==> config.mk <==
export PLATFORM = sky130hd
export DESIGN_NAME = rso_read_sync
export DESIGN_NICKNAME = d
export VERILOG_FILES = /design/src/rso_pkg.sv /design/src/rso_read_sync.sv /design/src/rso_fifo.sv /design/src/rso_clk_mux.sv
export SDC_FILE = /design/constraint.sdc
export NUM_CORES = 1
export LEC_CHECK = 0
export BUFFER_PORTS_ARGS = -buffer_cell sky130_fd_sc_hd__buf_2
export CORE_MARGIN = 2
export CORE_UTILIZATION = 59
export CTS_BUF_LIST = sky130_fd_sc_hd__clkbuf_16
export CTS_CLUSTER_DIAMETER = 150
export DETAILED_ROUTE_END_ITERATION = 7
export GPL_ROUTABILITY_DRIVEN = 0
export PLACE_DENSITY = 0.88
export REMOVE_ABC_BUFFERS = 1
export SLEW_MARGIN = 20
export SYNTH_ARGS = -nofsm -noshare
export SYNTH_HDL_FRONTEND = slang
export SYNTH_HIERARCHICAL = 1
export SYNTH_SLANG_ARGS = --single-unit
==> constraint.sdc <==
create_clock -name clk -period 3.68 [get_ports clk]
set_input_delay 0.736 -clock clk [delete_from_list [all_inputs] [get_ports clk]]
set_output_delay 0.736 -clock clk [all_outputs]
set_load 0.02 [all_outputs]
==> src/rso_pkg.sv <==
package rso_pkg;

   // ----------------------------------------------------------------
   // Register map
   // ----------------------------------------------------------------
   localparam logic [3:0] REG_CTRL = 4'h0;
   localparam logic [3:0] REG_STATUS = 4'h4;
   localparam logic [3:0] REG_DATA = 4'h8;

   // Control field layout and reset values
   localparam int CTRL_HALF_LSB = 0;
   localparam int CTRL_HALF_W = 8;
   localparam logic [7:0] OSC_HALF_RST = 8'h04;
   localparam logic [7:0] OSC_HALF_MIN = 8'h04;

   // Status bit positions
   localparam int ST_FOUND = 0;
   localparam int ST_LOCK = 1;
   localparam int ST_SRC_OSC = 2;
   localparam int ST_FIFO_NE = 3;
   localparam int ST_OVFL = 4;

   // AXI responses
   localparam logic [1:0] RESP_OKAY = 2'h0;
   localparam logic [1:0] RESP_SLVERR = 2'h2;

   // ----------------------------------------------------------------
   // Timing and detector constants
   // ----------------------------------------------------------------
   localparam logic [1:0] ZPS_WAIT_TICKS = 2'h2;
   localparam logic [1:0] ZPS_RESTART_PULSE = 2'h2;
   localparam logic [5:0] PRE_NEED_SHORT = 6'h20;
   localparam logic [5:0] PRE_NEED_LONG = 6'h10;
   localparam logic [1:0] PAT_4T = 2'h3;
   localparam logic [1:0] GAIN_NOMINAL = 2'h1;
   localparam logic [1:0] GAIN_BOOST = 2'h1;

   // ----------------------------------------------------------------
   // Types
   // ----------------------------------------------------------------
   typedef enum logic [1:0] {ZS_IDLE, ZS_ARM, ZS_PAUSE, ZS_LOCK} rso_zps_e;

   typedef struct packed {
      logic up;
      logic down;
   } rso_pump_s;

   typedef struct packed {
      logic ovfl;
      logic fifo_ne;
      logic src_osc;
      logic lock;
      logic found;
   } rso_status_s;

endpackage : rso_pkg

==> src/rso_read_sync.sv <==
// Behaviour
// - After read gate and zero phase restart, clock output carries the oscillator.
// - With read gate low, clock output carries the reference clock.
// - Switching clock output source never produces a glitch.
// - Preamble found after 32 matching 1T/2T/3T pulses or 16 of 4T.
// - Preamble found stays latched until read gate drops.
// - Preamble found is zero whenever read gate is low.
// - Resynced data replicates media pulses, retimed to the oscillator clock.
// - Pump up flag high while comparator asks for upward correction.
// - Pump down flag high while comparator asks for downward correction.
// - Gain boost off low adds boost step; high uses nominal only.
// - Restart waits two oscillator cycles, pauses, aligns to second pulse.
// - No clock output pulse narrower than half a source period, except a high or the following low cut short by an early-pulse phase pull.
`timescale 1ns/1ns
`default_nettype none
module rso_read_sync #(
   parameter int FIFO_DEPTH = 8,
   parameter int DATA_W = 8
) (
   input wire logic clk,
   input wire logic sys_rst,
   // AXI4-Lite slave
   input wire logic [3:0] s_axi_awaddr,
   input wire logic s_axi_awvalid,
   output logic s_axi_awready,
   input wire logic [31:0] s_axi_wdata,
   input wire logic [3:0] s_axi_wstrb,
   input wire logic s_axi_wvalid,
   output logic s_axi_wready,
   output logic [1:0] s_axi_bresp,
   output logic s_axi_bvalid,
   input wire logic s_axi_bready,
   input wire logic [3:0] s_axi_araddr,
   input wire logic s_axi_arvalid,
   output logic s_axi_arready,
   output logic [31:0] s_axi_rdata,
   output logic [1:0] s_axi_rresp,
   output logic s_axi_rvalid,
   input wire logic s_axi_rready,
   // Read channel pins
   input wire logic read_window_ctl,
   input wire logic media_pulse_in,
   input wire logic ref_clk_in,
   input wire logic pattern_sel_lo,
   input wire logic pattern_sel_hi,
   input wire logic gain_boost_off,
   output logic recovered_clock_out,
   output logic resynced_data_out,
   output logic preamble_found,
   output logic phase_up_flag,
   output logic phase_down_flag,
   output logic [1:0] pump_current
);
   // Shifter needs two bits, read word needs at least one pad bit
   if (DATA_W < 2 || DATA_W > 31 || FIFO_DEPTH < 2) begin : bad_params
      $error("rso_read_sync: DATA_W must be 2..31, FIFO_DEPTH >= 2");
   end

   // ----------------------------------------------------------------
   // Read gate synchroniser and media pulse edge
   // ----------------------------------------------------------------
   logic rw_meta;
   logic rw_sync;
   logic mp_q;
   // Gate may move at any time, so two flops before use
   always_ff @(posedge clk or posedge sys_rst) begin
      if (sys_rst) begin
         rw_meta <= 1'b0;
         rw_sync <= 1'b0;
         mp_q <= 1'b0;
      end else begin
         rw_meta <= read_window_ctl;
         rw_sync <= rw_meta;
         mp_q <= media_pulse_in;
      end
   end
   wire pulse = media_pulse_in && !mp_q;

   // ----------------------------------------------------------------
   // Registers
   // ----------------------------------------------------------------
   logic [7:0] osc_half;
   logic ovfl;
   logic aw_got;
   logic w_got;
   logic [3:0] aw_addr;
   logic [31:0] w_data;
   logic [3:0] w_strb;
   rso_pkg::rso_status_s status;

   assign s_axi_awready = !aw_got && !s_axi_bvalid;
   assign s_axi_wready = !w_got && !s_axi_bvalid;
   assign s_axi_arready = !s_axi_rvalid;
   wire aw_take = s_axi_awvalid && s_axi_awready;
   wire w_take = s_axi_wvalid && s_axi_wready;
   wire ar_take = s_axi_arvalid && s_axi_arready;
   wire wr_have_a = aw_got || aw_take;
   wire wr_have_w = w_got || w_take;
   wire [3:0] wr_addr = aw_got ? aw_addr : s_axi_awaddr;
   wire [31:0] wr_data = w_got ? w_data : s_axi_wdata;
   wire [3:0] wr_strb = w_got ? w_strb : s_axi_wstrb;
   wire wr_fire = wr_have_a && wr_have_w && !s_axi_bvalid;
   wire wr_ctrl = wr_fire && wr_addr == rso_pkg::REG_CTRL && wr_strb[0];
   wire wr_stat = wr_fire && wr_addr == rso_pkg::REG_STATUS && wr_strb[0];
   wire wr_known = wr_addr == rso_pkg::REG_CTRL || wr_addr == rso_pkg::REG_STATUS;
   wire [7:0] half_req = wr_data[rso_pkg::CTRL_HALF_LSB +: rso_pkg::CTRL_HALF_W];

   // Write address and data held separately, either may come first
   always_ff @(posedge clk or posedge sys_rst) begin
      if (sys_rst) begin
         aw_got <= 1'b0;
         w_got <= 1'b0;
         aw_addr <= 4'h0;
         w_data <= 32'h0;
         w_strb <= 4'h0;
         s_axi_bvalid <= 1'b0;
         s_axi_bresp <= rso_pkg::RESP_OKAY;
      end else begin
         if (aw_take) begin
            aw_addr <= s_axi_awaddr;
         end
         if (w_take) begin
            w_data <= s_axi_wdata;
            w_strb <= s_axi_wstrb;
         end
         aw_got <= wr_have_a && !wr_fire;
         w_got <= wr_have_w && !wr_fire;
         if (wr_fire) begin
            s_axi_bvalid <= 1'b1;
            s_axi_bresp <= wr_known ? rso_pkg::RESP_OKAY : rso_pkg::RESP_SLVERR;
         end else if (s_axi_bready) begin
            s_axi_bvalid <= 1'b0;
         end
      end
   end

   // Oscillator half period; too short a value would starve the comparator
   always_ff @(posedge clk or posedge sys_rst) begin
      if (sys_rst) begin
         osc_half <= rso_pkg::OSC_HALF_RST;
      end else if (wr_ctrl) begin
         osc_half <= (half_req < rso_pkg::OSC_HALF_MIN) ? rso_pkg::OSC_HALF_MIN : half_req;
      end
   end

   // ----------------------------------------------------------------
   // Zero phase restart sequence
   // ----------------------------------------------------------------
   rso_pkg::rso_zps_e zstate;
   rso_pkg::rso_zps_e next_zstate;
   logic [1:0] zcnt;
   logic [7:0] osc_ph;
   wire [7:0] osc_end = 8'((osc_half << 1) - 8'h01);
   wire osc_tick = zstate != rso_pkg::ZS_PAUSE && osc_ph == osc_end;
   wire osc_lvl = osc_ph < osc_half;
   wire locked = zstate == rso_pkg::ZS_LOCK;

   always_comb begin
      next_zstate = zstate;
      case (zstate)
         rso_pkg::ZS_IDLE: if (rw_sync) next_zstate = rso_pkg::ZS_ARM;
         rso_pkg::ZS_ARM: if (osc_tick && zcnt == rso_pkg::ZPS_WAIT_TICKS - 2'h1) begin
            next_zstate = rso_pkg::ZS_PAUSE;
         end
         rso_pkg::ZS_PAUSE: if (pulse && zcnt == rso_pkg::ZPS_RESTART_PULSE - 2'h1) begin
            next_zstate = rso_pkg::ZS_LOCK;
         end
         rso_pkg::ZS_LOCK: next_zstate = zstate;
         default: next_zstate = rso_pkg::ZS_IDLE;
      endcase
      if (!rw_sync) begin
         next_zstate = rso_pkg::ZS_IDLE;
      end
   end

   // Counts oscillator ticks in arm, pulses in pause
   always_ff @(posedge clk or posedge sys_rst) begin
      if (sys_rst) begin
         zstate <= rso_pkg::ZS_IDLE;
         zcnt <= 2'h0;
      end else begin
         zstate <= next_zstate;
         if (next_zstate != zstate) begin
            zcnt <= 2'h0;
         end else if ((zstate == rso_pkg::ZS_ARM && osc_tick) || (zstate == rso_pkg::ZS_PAUSE && pulse)) begin
            zcnt <= zcnt + 2'h1;
         end
      end
   end

   // ----------------------------------------------------------------
   // Oscillator model and phase comparator
   // ----------------------------------------------------------------
   logic [7:0] dn_cnt;
   wire [1:0] gain_step = gain_boost_off ? rso_pkg::GAIN_NOMINAL
                                         : 2'(rso_pkg::GAIN_NOMINAL + rso_pkg::GAIN_BOOST);
   wire early = locked && pulse && osc_ph < osc_half;
   wire late = locked && pulse && osc_ph > osc_half;
   rso_pkg::rso_pump_s pump;

   assign pump_current = gain_step;

   // Nudge the phase by the current gain on each compared pulse, except a late one on the wrap tick
   always_ff @(posedge clk or posedge sys_rst) begin
      if (sys_rst) begin
         osc_ph <= 8'h00;
      end else if (zstate == rso_pkg::ZS_PAUSE) begin
         osc_ph <= 8'h00;
      end else if (osc_tick) begin
         osc_ph <= 8'h00;
      end else if (early) begin
         osc_ph <= osc_ph + 8'h01 + 8'(gain_step);
      end else if (late) begin
         osc_ph <= osc_ph + 8'h01 - 8'(gain_step);
      end else begin
         osc_ph <= osc_ph + 8'h01;
      end
   end

   // Flag width follows the displacement from window centre
   always_ff @(posedge clk or posedge sys_rst) begin
      if (sys_rst) begin
         pump <= '0;
         dn_cnt <= 8'h00;
      end else begin
         if (early) begin
            pump.up <= 1'b1;
         end else if (!locked || osc_ph >= osc_half) begin
            pump.up <= 1'b0;
         end
         if (late) begin
            dn_cnt <= 8'(osc_ph - osc_half);
            pump.down <= 1'b1;
         end else if (!locked || dn_cnt <= 8'h01) begin
            dn_cnt <= 8'h00;
            pump.down <= 1'b0;
         end else begin
            dn_cnt <= dn_cnt - 8'h01;
         end
      end
   end
   // Plain push-pull outputs; the far end may leave them open
   assign phase_up_flag = pump.up;
   assign phase_down_flag = pump.down;

   // ----------------------------------------------------------------
   // Preamble detector
   // ----------------------------------------------------------------
   logic [1:0] int_cnt;
   logic int_over;
   logic [5:0] match_cnt;
   wire [1:0] pat_sel = {pattern_sel_hi, pattern_sel_lo};
   wire [1:0] want_int = pat_sel;
   wire [5:0] need = (pat_sel == rso_pkg::PAT_4T) ? rso_pkg::PRE_NEED_LONG : rso_pkg::PRE_NEED_SHORT;
   wire match = pulse && !int_over && int_cnt == want_int;
   wire hit_last = locked && match && match_cnt == 6'(need - 6'h01);

   always_ff @(posedge clk or posedge sys_rst) begin
      if (sys_rst) begin
         int_cnt <= 2'h0;
         int_over <= 1'b0;
         match_cnt <= 6'h00;
         preamble_found <= 1'b0;
      end else begin
         if (pulse || !locked) begin
            int_cnt <= 2'h0;
            int_over <= 1'b0;
         end else if (osc_tick) begin
            int_cnt <= int_cnt + 2'h1;
            int_over <= int_over || int_cnt == 2'h3;
         end
         if (!locked || (pulse && !match)) begin
            match_cnt <= 6'h00;
         end else if (match && match_cnt != need) begin
            match_cnt <= match_cnt + 6'h01;
         end
         if (!rw_sync) begin
            preamble_found <= 1'b0;
         end else if (hit_last) begin
            preamble_found <= 1'b1;
         end
      end
   end

   // ----------------------------------------------------------------
   // Resynced data, deserialiser and buffer
   // ----------------------------------------------------------------
   logic seen;
   logic [DATA_W-1:0] shreg;
   logic [$clog2(DATA_W+1)-1:0] nbits;
   wire byte_full = nbits == ($clog2(DATA_W+1))'(DATA_W);
   wire fifo_in_ready;
   wire fifo_out_valid;
   wire [DATA_W-1:0] fifo_out_data;
   wire rd_data = ar_take && s_axi_araddr == rso_pkg::REG_DATA;

   // One bit per oscillator cycle: was there a media pulse in it
   always_ff @(posedge clk or posedge sys_rst) begin
      if (sys_rst) begin
         seen <= 1'b0;
         resynced_data_out <= 1'b0;
      end else if (osc_tick) begin
         seen <= 1'b0; // A pulse on the tick belongs to the closing bit only
         resynced_data_out <= locked && (seen || pulse);
      end else begin
         seen <= seen || pulse;
      end
   end

   // Holds a full word while the buffer is full; bits meanwhile are lost
   always_ff @(posedge clk or posedge sys_rst) begin
      if (sys_rst) begin
         shreg <= '0;
         nbits <= '0;
         ovfl <= 1'b0;
      end else begin
         if (byte_full && fifo_in_ready) begin
            nbits <= '0;
         end else if (locked && osc_tick && !byte_full) begin
            shreg <= {shreg[DATA_W-2:0], locked && (seen || pulse)};
            nbits <= nbits + 1'b1;
         end
         // Set wins over a same-cycle clear
         if (locked && osc_tick && byte_full && !fifo_in_ready) begin
            ovfl <= 1'b1;
         end else if (wr_stat && wr_data[rso_pkg::ST_OVFL]) begin
            ovfl <= 1'b0;
         end
      end
   end

   rso_fifo #(.WIDTH(DATA_W), .DEPTH(FIFO_DEPTH)) u_fifo (
      .clk(clk),
      .sys_rst(sys_rst),
      .in_data(shreg),
      .in_valid(byte_full),
      .in_ready(fifo_in_ready),
      .out_data(fifo_out_data),
      .out_valid(fifo_out_valid),
      .out_ready(rd_data)
   );

   // ----------------------------------------------------------------
   // Clock output
   // ----------------------------------------------------------------
   wire src_osc;
   rso_clk_mux u_mux (
      .clk(clk),
      .sys_rst(sys_rst),
      .ref_lvl(ref_clk_in),
      .osc_lvl(osc_lvl),
      .want_osc(locked),
      .clk_out(recovered_clock_out),
      .src_osc(src_osc)
   );

   // ----------------------------------------------------------------
   // Read channel
   // ----------------------------------------------------------------
   assign status.found = preamble_found;
   assign status.lock = locked;
   assign status.src_osc = src_osc;
   assign status.fifo_ne = fifo_out_valid;
   assign status.ovfl = ovfl;
   wire [31:0] rd_mux = (s_axi_araddr == rso_pkg::REG_CTRL) ? {24'h0, osc_half} :
                        (s_axi_araddr == rso_pkg::REG_STATUS) ? {27'h0, status} :
                        {{(32-DATA_W){1'b0}}, fifo_out_data};
   wire rd_known = s_axi_araddr == rso_pkg::REG_CTRL || s_axi_araddr == rso_pkg::REG_STATUS ||
                   s_axi_araddr == rso_pkg::REG_DATA;

   always_ff @(posedge clk or posedge sys_rst) begin
      if (sys_rst) begin
         s_axi_rvalid <= 1'b0;
         s_axi_rdata <= 32'h0;
         s_axi_rresp <= rso_pkg::RESP_OKAY;
      end else if (ar_take) begin
         s_axi_rvalid <= 1'b1;
         s_axi_rdata <= rd_known ? rd_mux : 32'h0;
         s_axi_rresp <= rd_known ? rso_pkg::RESP_OKAY : rso_pkg::RESP_SLVERR;
      end else if (s_axi_rready) begin
         s_axi_rvalid <= 1'b0;
      end
   end

   // ----------------------------------------------------------------
   // Checks
   // ----------------------------------------------------------------
   ref_source_a: assert property (@(posedge clk) disable iff (sys_rst)
      !rw_sync ##6 !rw_sync |-> !src_osc || !$past(src_osc, 6) || recovered_clock_out == 1'b0)
      else $error("reference not restored after gate drop");
   osc_source_a: assert property (@(posedge clk) disable iff (sys_rst)
      src_osc |-> $past(locked))
      else $error("oscillator selected outside lock");
   found_zero_a: assert property (@(posedge clk) disable iff (sys_rst)
      !rw_sync |=> !preamble_found)
      else $error("preamble flag set with gate low");
   found_hold_a: assert property (@(posedge clk) disable iff (sys_rst)
      preamble_found && rw_sync |=> preamble_found)
      else $error("preamble flag dropped early");
   found_rise_a: assert property (@(posedge clk) disable iff (sys_rst)
      $rose(preamble_found) |-> $past(match_cnt) == $past(need) - 6'h01 && $past(locked))
      else $error("preamble flag rose on wrong count");
   mismatch_clr_a: assert property (@(posedge clk) disable iff (sys_rst)
      locked && pulse && !match |=> match_cnt == 6'h00)
      else $error("count kept after mismatch");
   zps_wait_a: assert property (@(posedge clk) disable iff (sys_rst)
      zstate == rso_pkg::ZS_ARM && rw_sync && osc_tick && zcnt == 2'h1 |=> zstate == rso_pkg::ZS_PAUSE)
      else $error("pause not entered after two cycles");
   pump_excl_a: assert property (@(posedge clk) disable iff (sys_rst)
      early |=> phase_up_flag ##1 !phase_down_flag [*2])
      else $error("pump flags wrong after early pulse");
   gain_sel_a: assert property (@(posedge clk) disable iff (sys_rst)
      pump_current == (gain_boost_off ? 2'h1 : 2'h2))
      else $error("charge pump gain wrong");
   data_retime_a: assert property (@(posedge clk) disable iff (sys_rst)
      $changed(resynced_data_out) |-> $past(osc_tick))
      else $error("data changed off the oscillator tick");

   lock_reach_c: cover property (@(posedge clk) disable iff (sys_rst) $rose(locked));
   found_c: cover property (@(posedge clk) disable iff (sys_rst) $rose(preamble_found));
   src_swap_c: cover property (@(posedge clk) disable iff (sys_rst) $fell(src_osc));
   fifo_full_c: cover property (@(posedge clk) disable iff (sys_rst) !fifo_in_ready);
endmodule : rso_read_sync
`default_nettype wire

==> src/rso_fifo.sv <==
`timescale 1ns/1ns
`default_nettype none
module rso_fifo #(
   parameter int WIDTH = 8,
   parameter int DEPTH = 8
) (
   input wire logic clk,
   input wire logic sys_rst,
   input wire logic [WIDTH-1:0] in_data,
   input wire logic in_valid,
   output logic in_ready,
   output logic [WIDTH-1:0] out_data,
   output logic out_valid,
   input wire logic out_ready
);
   localparam int AW = $clog2(DEPTH);

   // Refuse depths the pointer arithmetic cannot serve
   if (DEPTH < 2 || (1 << AW) != DEPTH || WIDTH < 1) begin : bad_params
      $error("rso_fifo: DEPTH must be a power of two >= 2");
   end

   logic [WIDTH-1:0] mem [DEPTH];
   logic [AW:0] wr_ptr;
   logic [AW:0] rd_ptr;
   wire push = in_valid && in_ready;
   wire pop = out_valid && out_ready;

   // Extra pointer bit tells full from empty
   assign in_ready = (wr_ptr ^ rd_ptr) != {1'b1, {AW{1'b0}}};
   assign out_valid = wr_ptr != rd_ptr;
   assign out_data = mem[rd_ptr[AW-1:0]];

   // Pointers
   always_ff @(posedge clk or posedge sys_rst) begin
      if (sys_rst) begin
         wr_ptr <= '0;
         rd_ptr <= '0;
      end else begin
         wr_ptr <= wr_ptr + (AW+1)'(push);
         rd_ptr <= rd_ptr + (AW+1)'(pop);
      end
   end

   // Storage, no reset needed
   always_ff @(posedge clk) begin
      if (push) begin
         mem[wr_ptr[AW-1:0]] <= in_data;
      end
   end

   no_overrun_a: assert property (@(posedge clk) disable iff (sys_rst)
      !in_ready |=> wr_ptr == $past(wr_ptr))
      else $error("fifo written while full");
endmodule : rso_fifo
`default_nettype wire

==> src/rso_clk_mux.sv <==
`timescale 1ns/1ns
`default_nettype none
module rso_clk_mux (
   input wire logic clk,
   input wire logic sys_rst,
   input wire logic ref_lvl,
   input wire logic osc_lvl,
   input wire logic want_osc,
   output logic clk_out,
   output logic src_osc
);
   // Switch only while output and old source are low, then wait for a
   // falling edge of the new source: the low around the switch and the
   // next high both last a whole source half period, also after reset.
   logic armed;
   logic cur_q;
   wire cur_lvl = src_osc ? osc_lvl : ref_lvl;
   wire do_switch = (want_osc != src_osc) && !clk_out && !cur_lvl;
   wire cur_fell = cur_q && !cur_lvl;

   always_ff @(posedge clk or posedge sys_rst) begin
      if (sys_rst) begin
         src_osc <= 1'b0;
         armed <= 1'b0;
         cur_q <= 1'b0;
         clk_out <= 1'b0;
      end else if (do_switch) begin
         src_osc <= want_osc;
         armed <= 1'b0;
         cur_q <= 1'b0;
         clk_out <= 1'b0;
      end else begin
         armed <= armed || cur_fell;
         cur_q <= cur_lvl;
         clk_out <= cur_lvl && armed;
      end
   end

   fall_cause_a: assert property (@(posedge clk) disable iff (sys_rst)
      $fell(clk_out) |-> !$past(cur_lvl) || $past(do_switch))
      else $error("clock output fell while its source was high");
   no_high_sw_a: assert property (@(posedge clk) disable iff (sys_rst)
      $changed(src_osc) |-> !$past(clk_out))
      else $error("source switched during a high phase");
endmodule : rso_clk_mux
`default_nettype wire

==> results by group <==
Run status
  • Status: finished clean

Finish
  • Ant diodes: 0
  • Final instance area: 9350 um2
  • Multi-input logic area: 3770 um2
  • Area Growth Syn to Fin: 10.2%
  • Storage cell area: 4350 um2
  • Final #Nets: 848
  • Finished Layout Cells: 955
  • Fillcell total: 976
  • Layout cells sized above 1: 0.183

Synth
  • Sequential cell area fraction in the yosys report: 0.513
  • Mapped cell area: 8490 um2
  • Post-synthesis register bit count: 161
  • Yosys warns: 6
  • Ys flop type: dfrtp_1
  • Syn_area_per_cell: 12.0 um2
  • Synth async-reset ratio: 0.602
  • Netlist cell types: 85
  • Number of synthesized flops with an enable pin: 64
  • Syn Inst Count: 705

Route
  • Total wire length: 18300 um
  • Via density: 6.22
  • Routed vias: 5944
  • DR WL/cell: 19.2 um
  • Antenna Nets Post-Route: 0
  • Iter 0 DRT Violations: 601
  • First-pass DRT Iterations: 5
  • DRC: 0

Power and ir drop
  • Peak supply drop: 0.000350 V
  • Flop pwr share: 0.414
  • Clock share of power: 0.281
  • Power share of the combinational group: 0.306
  • Pint: 0.00367 W
  • Switching Fraction: 0.357
  • Leak Pwr: 3.92 nW
  • PD cells: 610 nW/um2
  • Sw Pwr: 0.00204 W

Setup path
  • Critical-path maximum fanout: 13
  • Crit path max-delay family: compound AO/OA/AOI/OAI gates
  • Startpoint types: flip-flop
  • Reg2Reg Setup Slack: 460 ps
  • Critical Path, Cell by Cell: inv_1 > ha_1 > or2_2 > o211a_4 > o31ai_2 > nand2b_1 > o22ai_1
  • Buf/Inv on CP: 1
  • Worst path max stage delay: 790 ps
  • Critical path required time: 4000 ps
  • Crit path DAT: 3540 ps
  • Critical path class: flip-flop to flip-flop
  • CP max stage cell: o31ai_2
  • CP Capture Type: flip-flop

Die
  • Core region area: 14000 um2
  • Die area: 15400 um2
  • Die width: 124 um
  • Die height: 124 um
  • # rows: 43
  • Starting density of the core: 0.607
  • # IOs: 105

CTS
  • Post-CTS Setup Bufs: 0
  • Clock buffer count from CTS: 17
  • Latest clock arrival within the worst-skew pair: 420 ps
  • CTS tree: built
  • Clk buf depth: 2
  • Hold-fix buffers at CTS: 0
  • Clock Sinks: 161
  • CTS H-tree depth: 4
  • Root Driver: clkbuf_16
  • Clock-pin slew on the worst setup and hold paths: 60 ps
  • Post-CTS sizing: 0

STA
  • Slew margin rel.: 0.297
  • RSZ-0062 raised after global routing: no
  • Setup TNS: 0 ps
  • Minimum clock period: 3220 ps
  • Clock Skew: 6.93 ps
  • Max-slew violation count: 0
  • Final period utilization: 0.875
  • Actual slew at the worst max-slew pin: 1050 ps
  • Max Clk Rate: 0.310 GHz
  • Hold Vio Cnt, Final: 0
  • Final Worst Setup Slack: 459 ps
  • Setup violations, final: 0

Placed design
  • Port Buffers: 51
  • Area post-placement: 8820 um2
  • Post-DP HPWL: 12500 um
  • Setup Slack @ Placement: 626 ps
  • Placed cells: 923

GRT
  • GRT Residual Overflow: 0
  • Total GRT Usage: 0.257
  • Vias in the first global route: 5788
  • Initial antenna violation count: 0
  • First-pass GRT wire length: 29700 um
  • Largest net degree at the start of global routing: 63

Job
  • Total of max-cap violations: 0

Hold path
  • Hold Crit Class: input pin to asynchronous set/reset pin
-- kinds of logic after synthesis --
kind of cell	share of synthesized area
AO/OA/AOI/OAI	0.0986
XOR/XNOR	0.0444
adder cells (fa/ha/maj)	0.0454
buffers and inverters	0.0546
flip-flops	0.513
multiplexers	0.116
other	0.000442
AND/OR/NAND/NOR	0.128
-- worst reg2reg max path, delay by kind of cell, from the launching register on --
family | cells | cell delay, ps
buffers and inverters | 1 | 120
adder cells (fa/ha/maj) | 1 | 410
AO/OA/AOI/OAI | 3 | 1300
flip-flops | 1 | 550
AND/OR/NAND/NOR | 2 | 730
-- cell usage in the layout (no fill, tap or decap), types with 14 or more instances in the layout --
master and count:
inv_1 34, nand2_1 39, buf_2 51, mux4_1 15, nor3_1 18, xnor2_1 19, dfrtp_1 96, o21ai_0 29
mux2_2 24, xor2_1 24, edfxtp_1 64, conb_1 26, ha_1 26, nor2_1 43, clkbuf_16 17, mux2i_1 14
a21oi_1 24
-- through the flow --
step	utilization	power [W]	hold WS, ps
after global placement	0.630	0.00393	333
after global routing	0.668	0.00600	240
after CTS	0.668	0.00568	211
final	0.668	0.00570	234
after detailed placement	0.630	0.00405	341
after floorplan	-	0.00358	331
-- cell type report --
| cell class | count | share of cell area |
|---|---|---|
| Sequential cell | 161 | 0.465 |
| Inverter | 32 | 0.0131 |
| Clock inverter | 15 | 0.0114 |
| Timing Repair Buffer | 64 | 0.0377 |
| Clock buffer | 17 | 0.0455 |
| Multi-Input combinational cell | 486 | 0.403 |
| Tap cell | 180 | 0.0241 |
-- layer usage --
metal	GRT usage	part of all wire	vias up	wire length (um)
met1	0.345	0.40	2900	7410
met3	0.0527	0.084	51	1540
met2	0.406	0.48	334	8800
met5	0	0	-	0
met4	0.118	0.031	0	564
li1	-	-	2659	-
-- power groups by stage --
| stage | logic, W | clock network [W] | registers [W] |
|---|---|---|---|
| floorplan | 0.00127 | 0 | 0.00232 |
| global placement | 0.00158 | 0 | 0.00236 |
| detailed placement | 0.00167 | 0 | 0.00238 |
| CTS | 0.00171 | 0.00162 | 0.00235 |
| global route | 0.00191 | 0.00170 | 0.00238 |
| finish | 0.00174 | 0.00160 | 0.00236 |
-- path summary, 6_finish.rpt --
path | cells past startpoint | end | start
min reg2reg | 0 | rw_sync$_DFF_PP0_ | rw_meta$_DFF_PP0_
max | 7 | dn_cnt[4]$_DFF_PP0_ | osc_half[3]$_DFFE_PP0P_
max reg2reg | 7 | dn_cnt[4]$_DFF_PP0_ | osc_half[3]$_DFFE_PP0P_
min in group clk | 0 | rw_sync$_DFF_PP0_ | rw_meta$_DFF_PP0_
min | 2 | u_mux/src_osc$_DFFE_PP0P_ | sys_rst
max in group asynchronous | 3 | aw_addr[3]$_DFFE_PP0P_ | sys_rst
-- cells in the mapped netlist, types with 7 or more instances --
library cell,n,share of area
nor2b_1,13,0.0096
mux2_4,9,0.016
xnor2_1,19,0.020
inv_1,31,0.014
clkbuf_1,7,0.0031
nand2b_1,11,0.0081
nor3_1,18,0.011
buf_4,28,0.025
mux2_2,24,0.032
xor2_1,24,0.025
nand3_1,13,0.0077
nand2_1,39,0.017
nor2_1,43,0.019
ha_1,26,0.038
o22ai_1,7,0.0052
mux2i_1,14,0.017
or3_1,10,0.0074
dfrtp_1,96,0.28
a21oi_1,24,0.014
o21ai_0,29,0.017
edfxtp_1,64,0.23
nor4_1,11,0.0081
buf_2,12,0.0071
mux4_1,15,0.046
-- state kept, by name (all words and copies together) (netlist names), 2 cells and up --
name and flops:
aw_addr 4, dn_cnt 8, int_cnt 2, match_cnt 6
nbits 4, osc_half 8, osc_ph 8, s_axi_rdata 8
shreg 8, u_fifo/mem 64, u_fifo/rd_ptr 4, u_fifo/wr_ptr 4
w_data 8, zcnt 2, zstate 2
No activity file was read; power rests on OpenSTA's default activity.
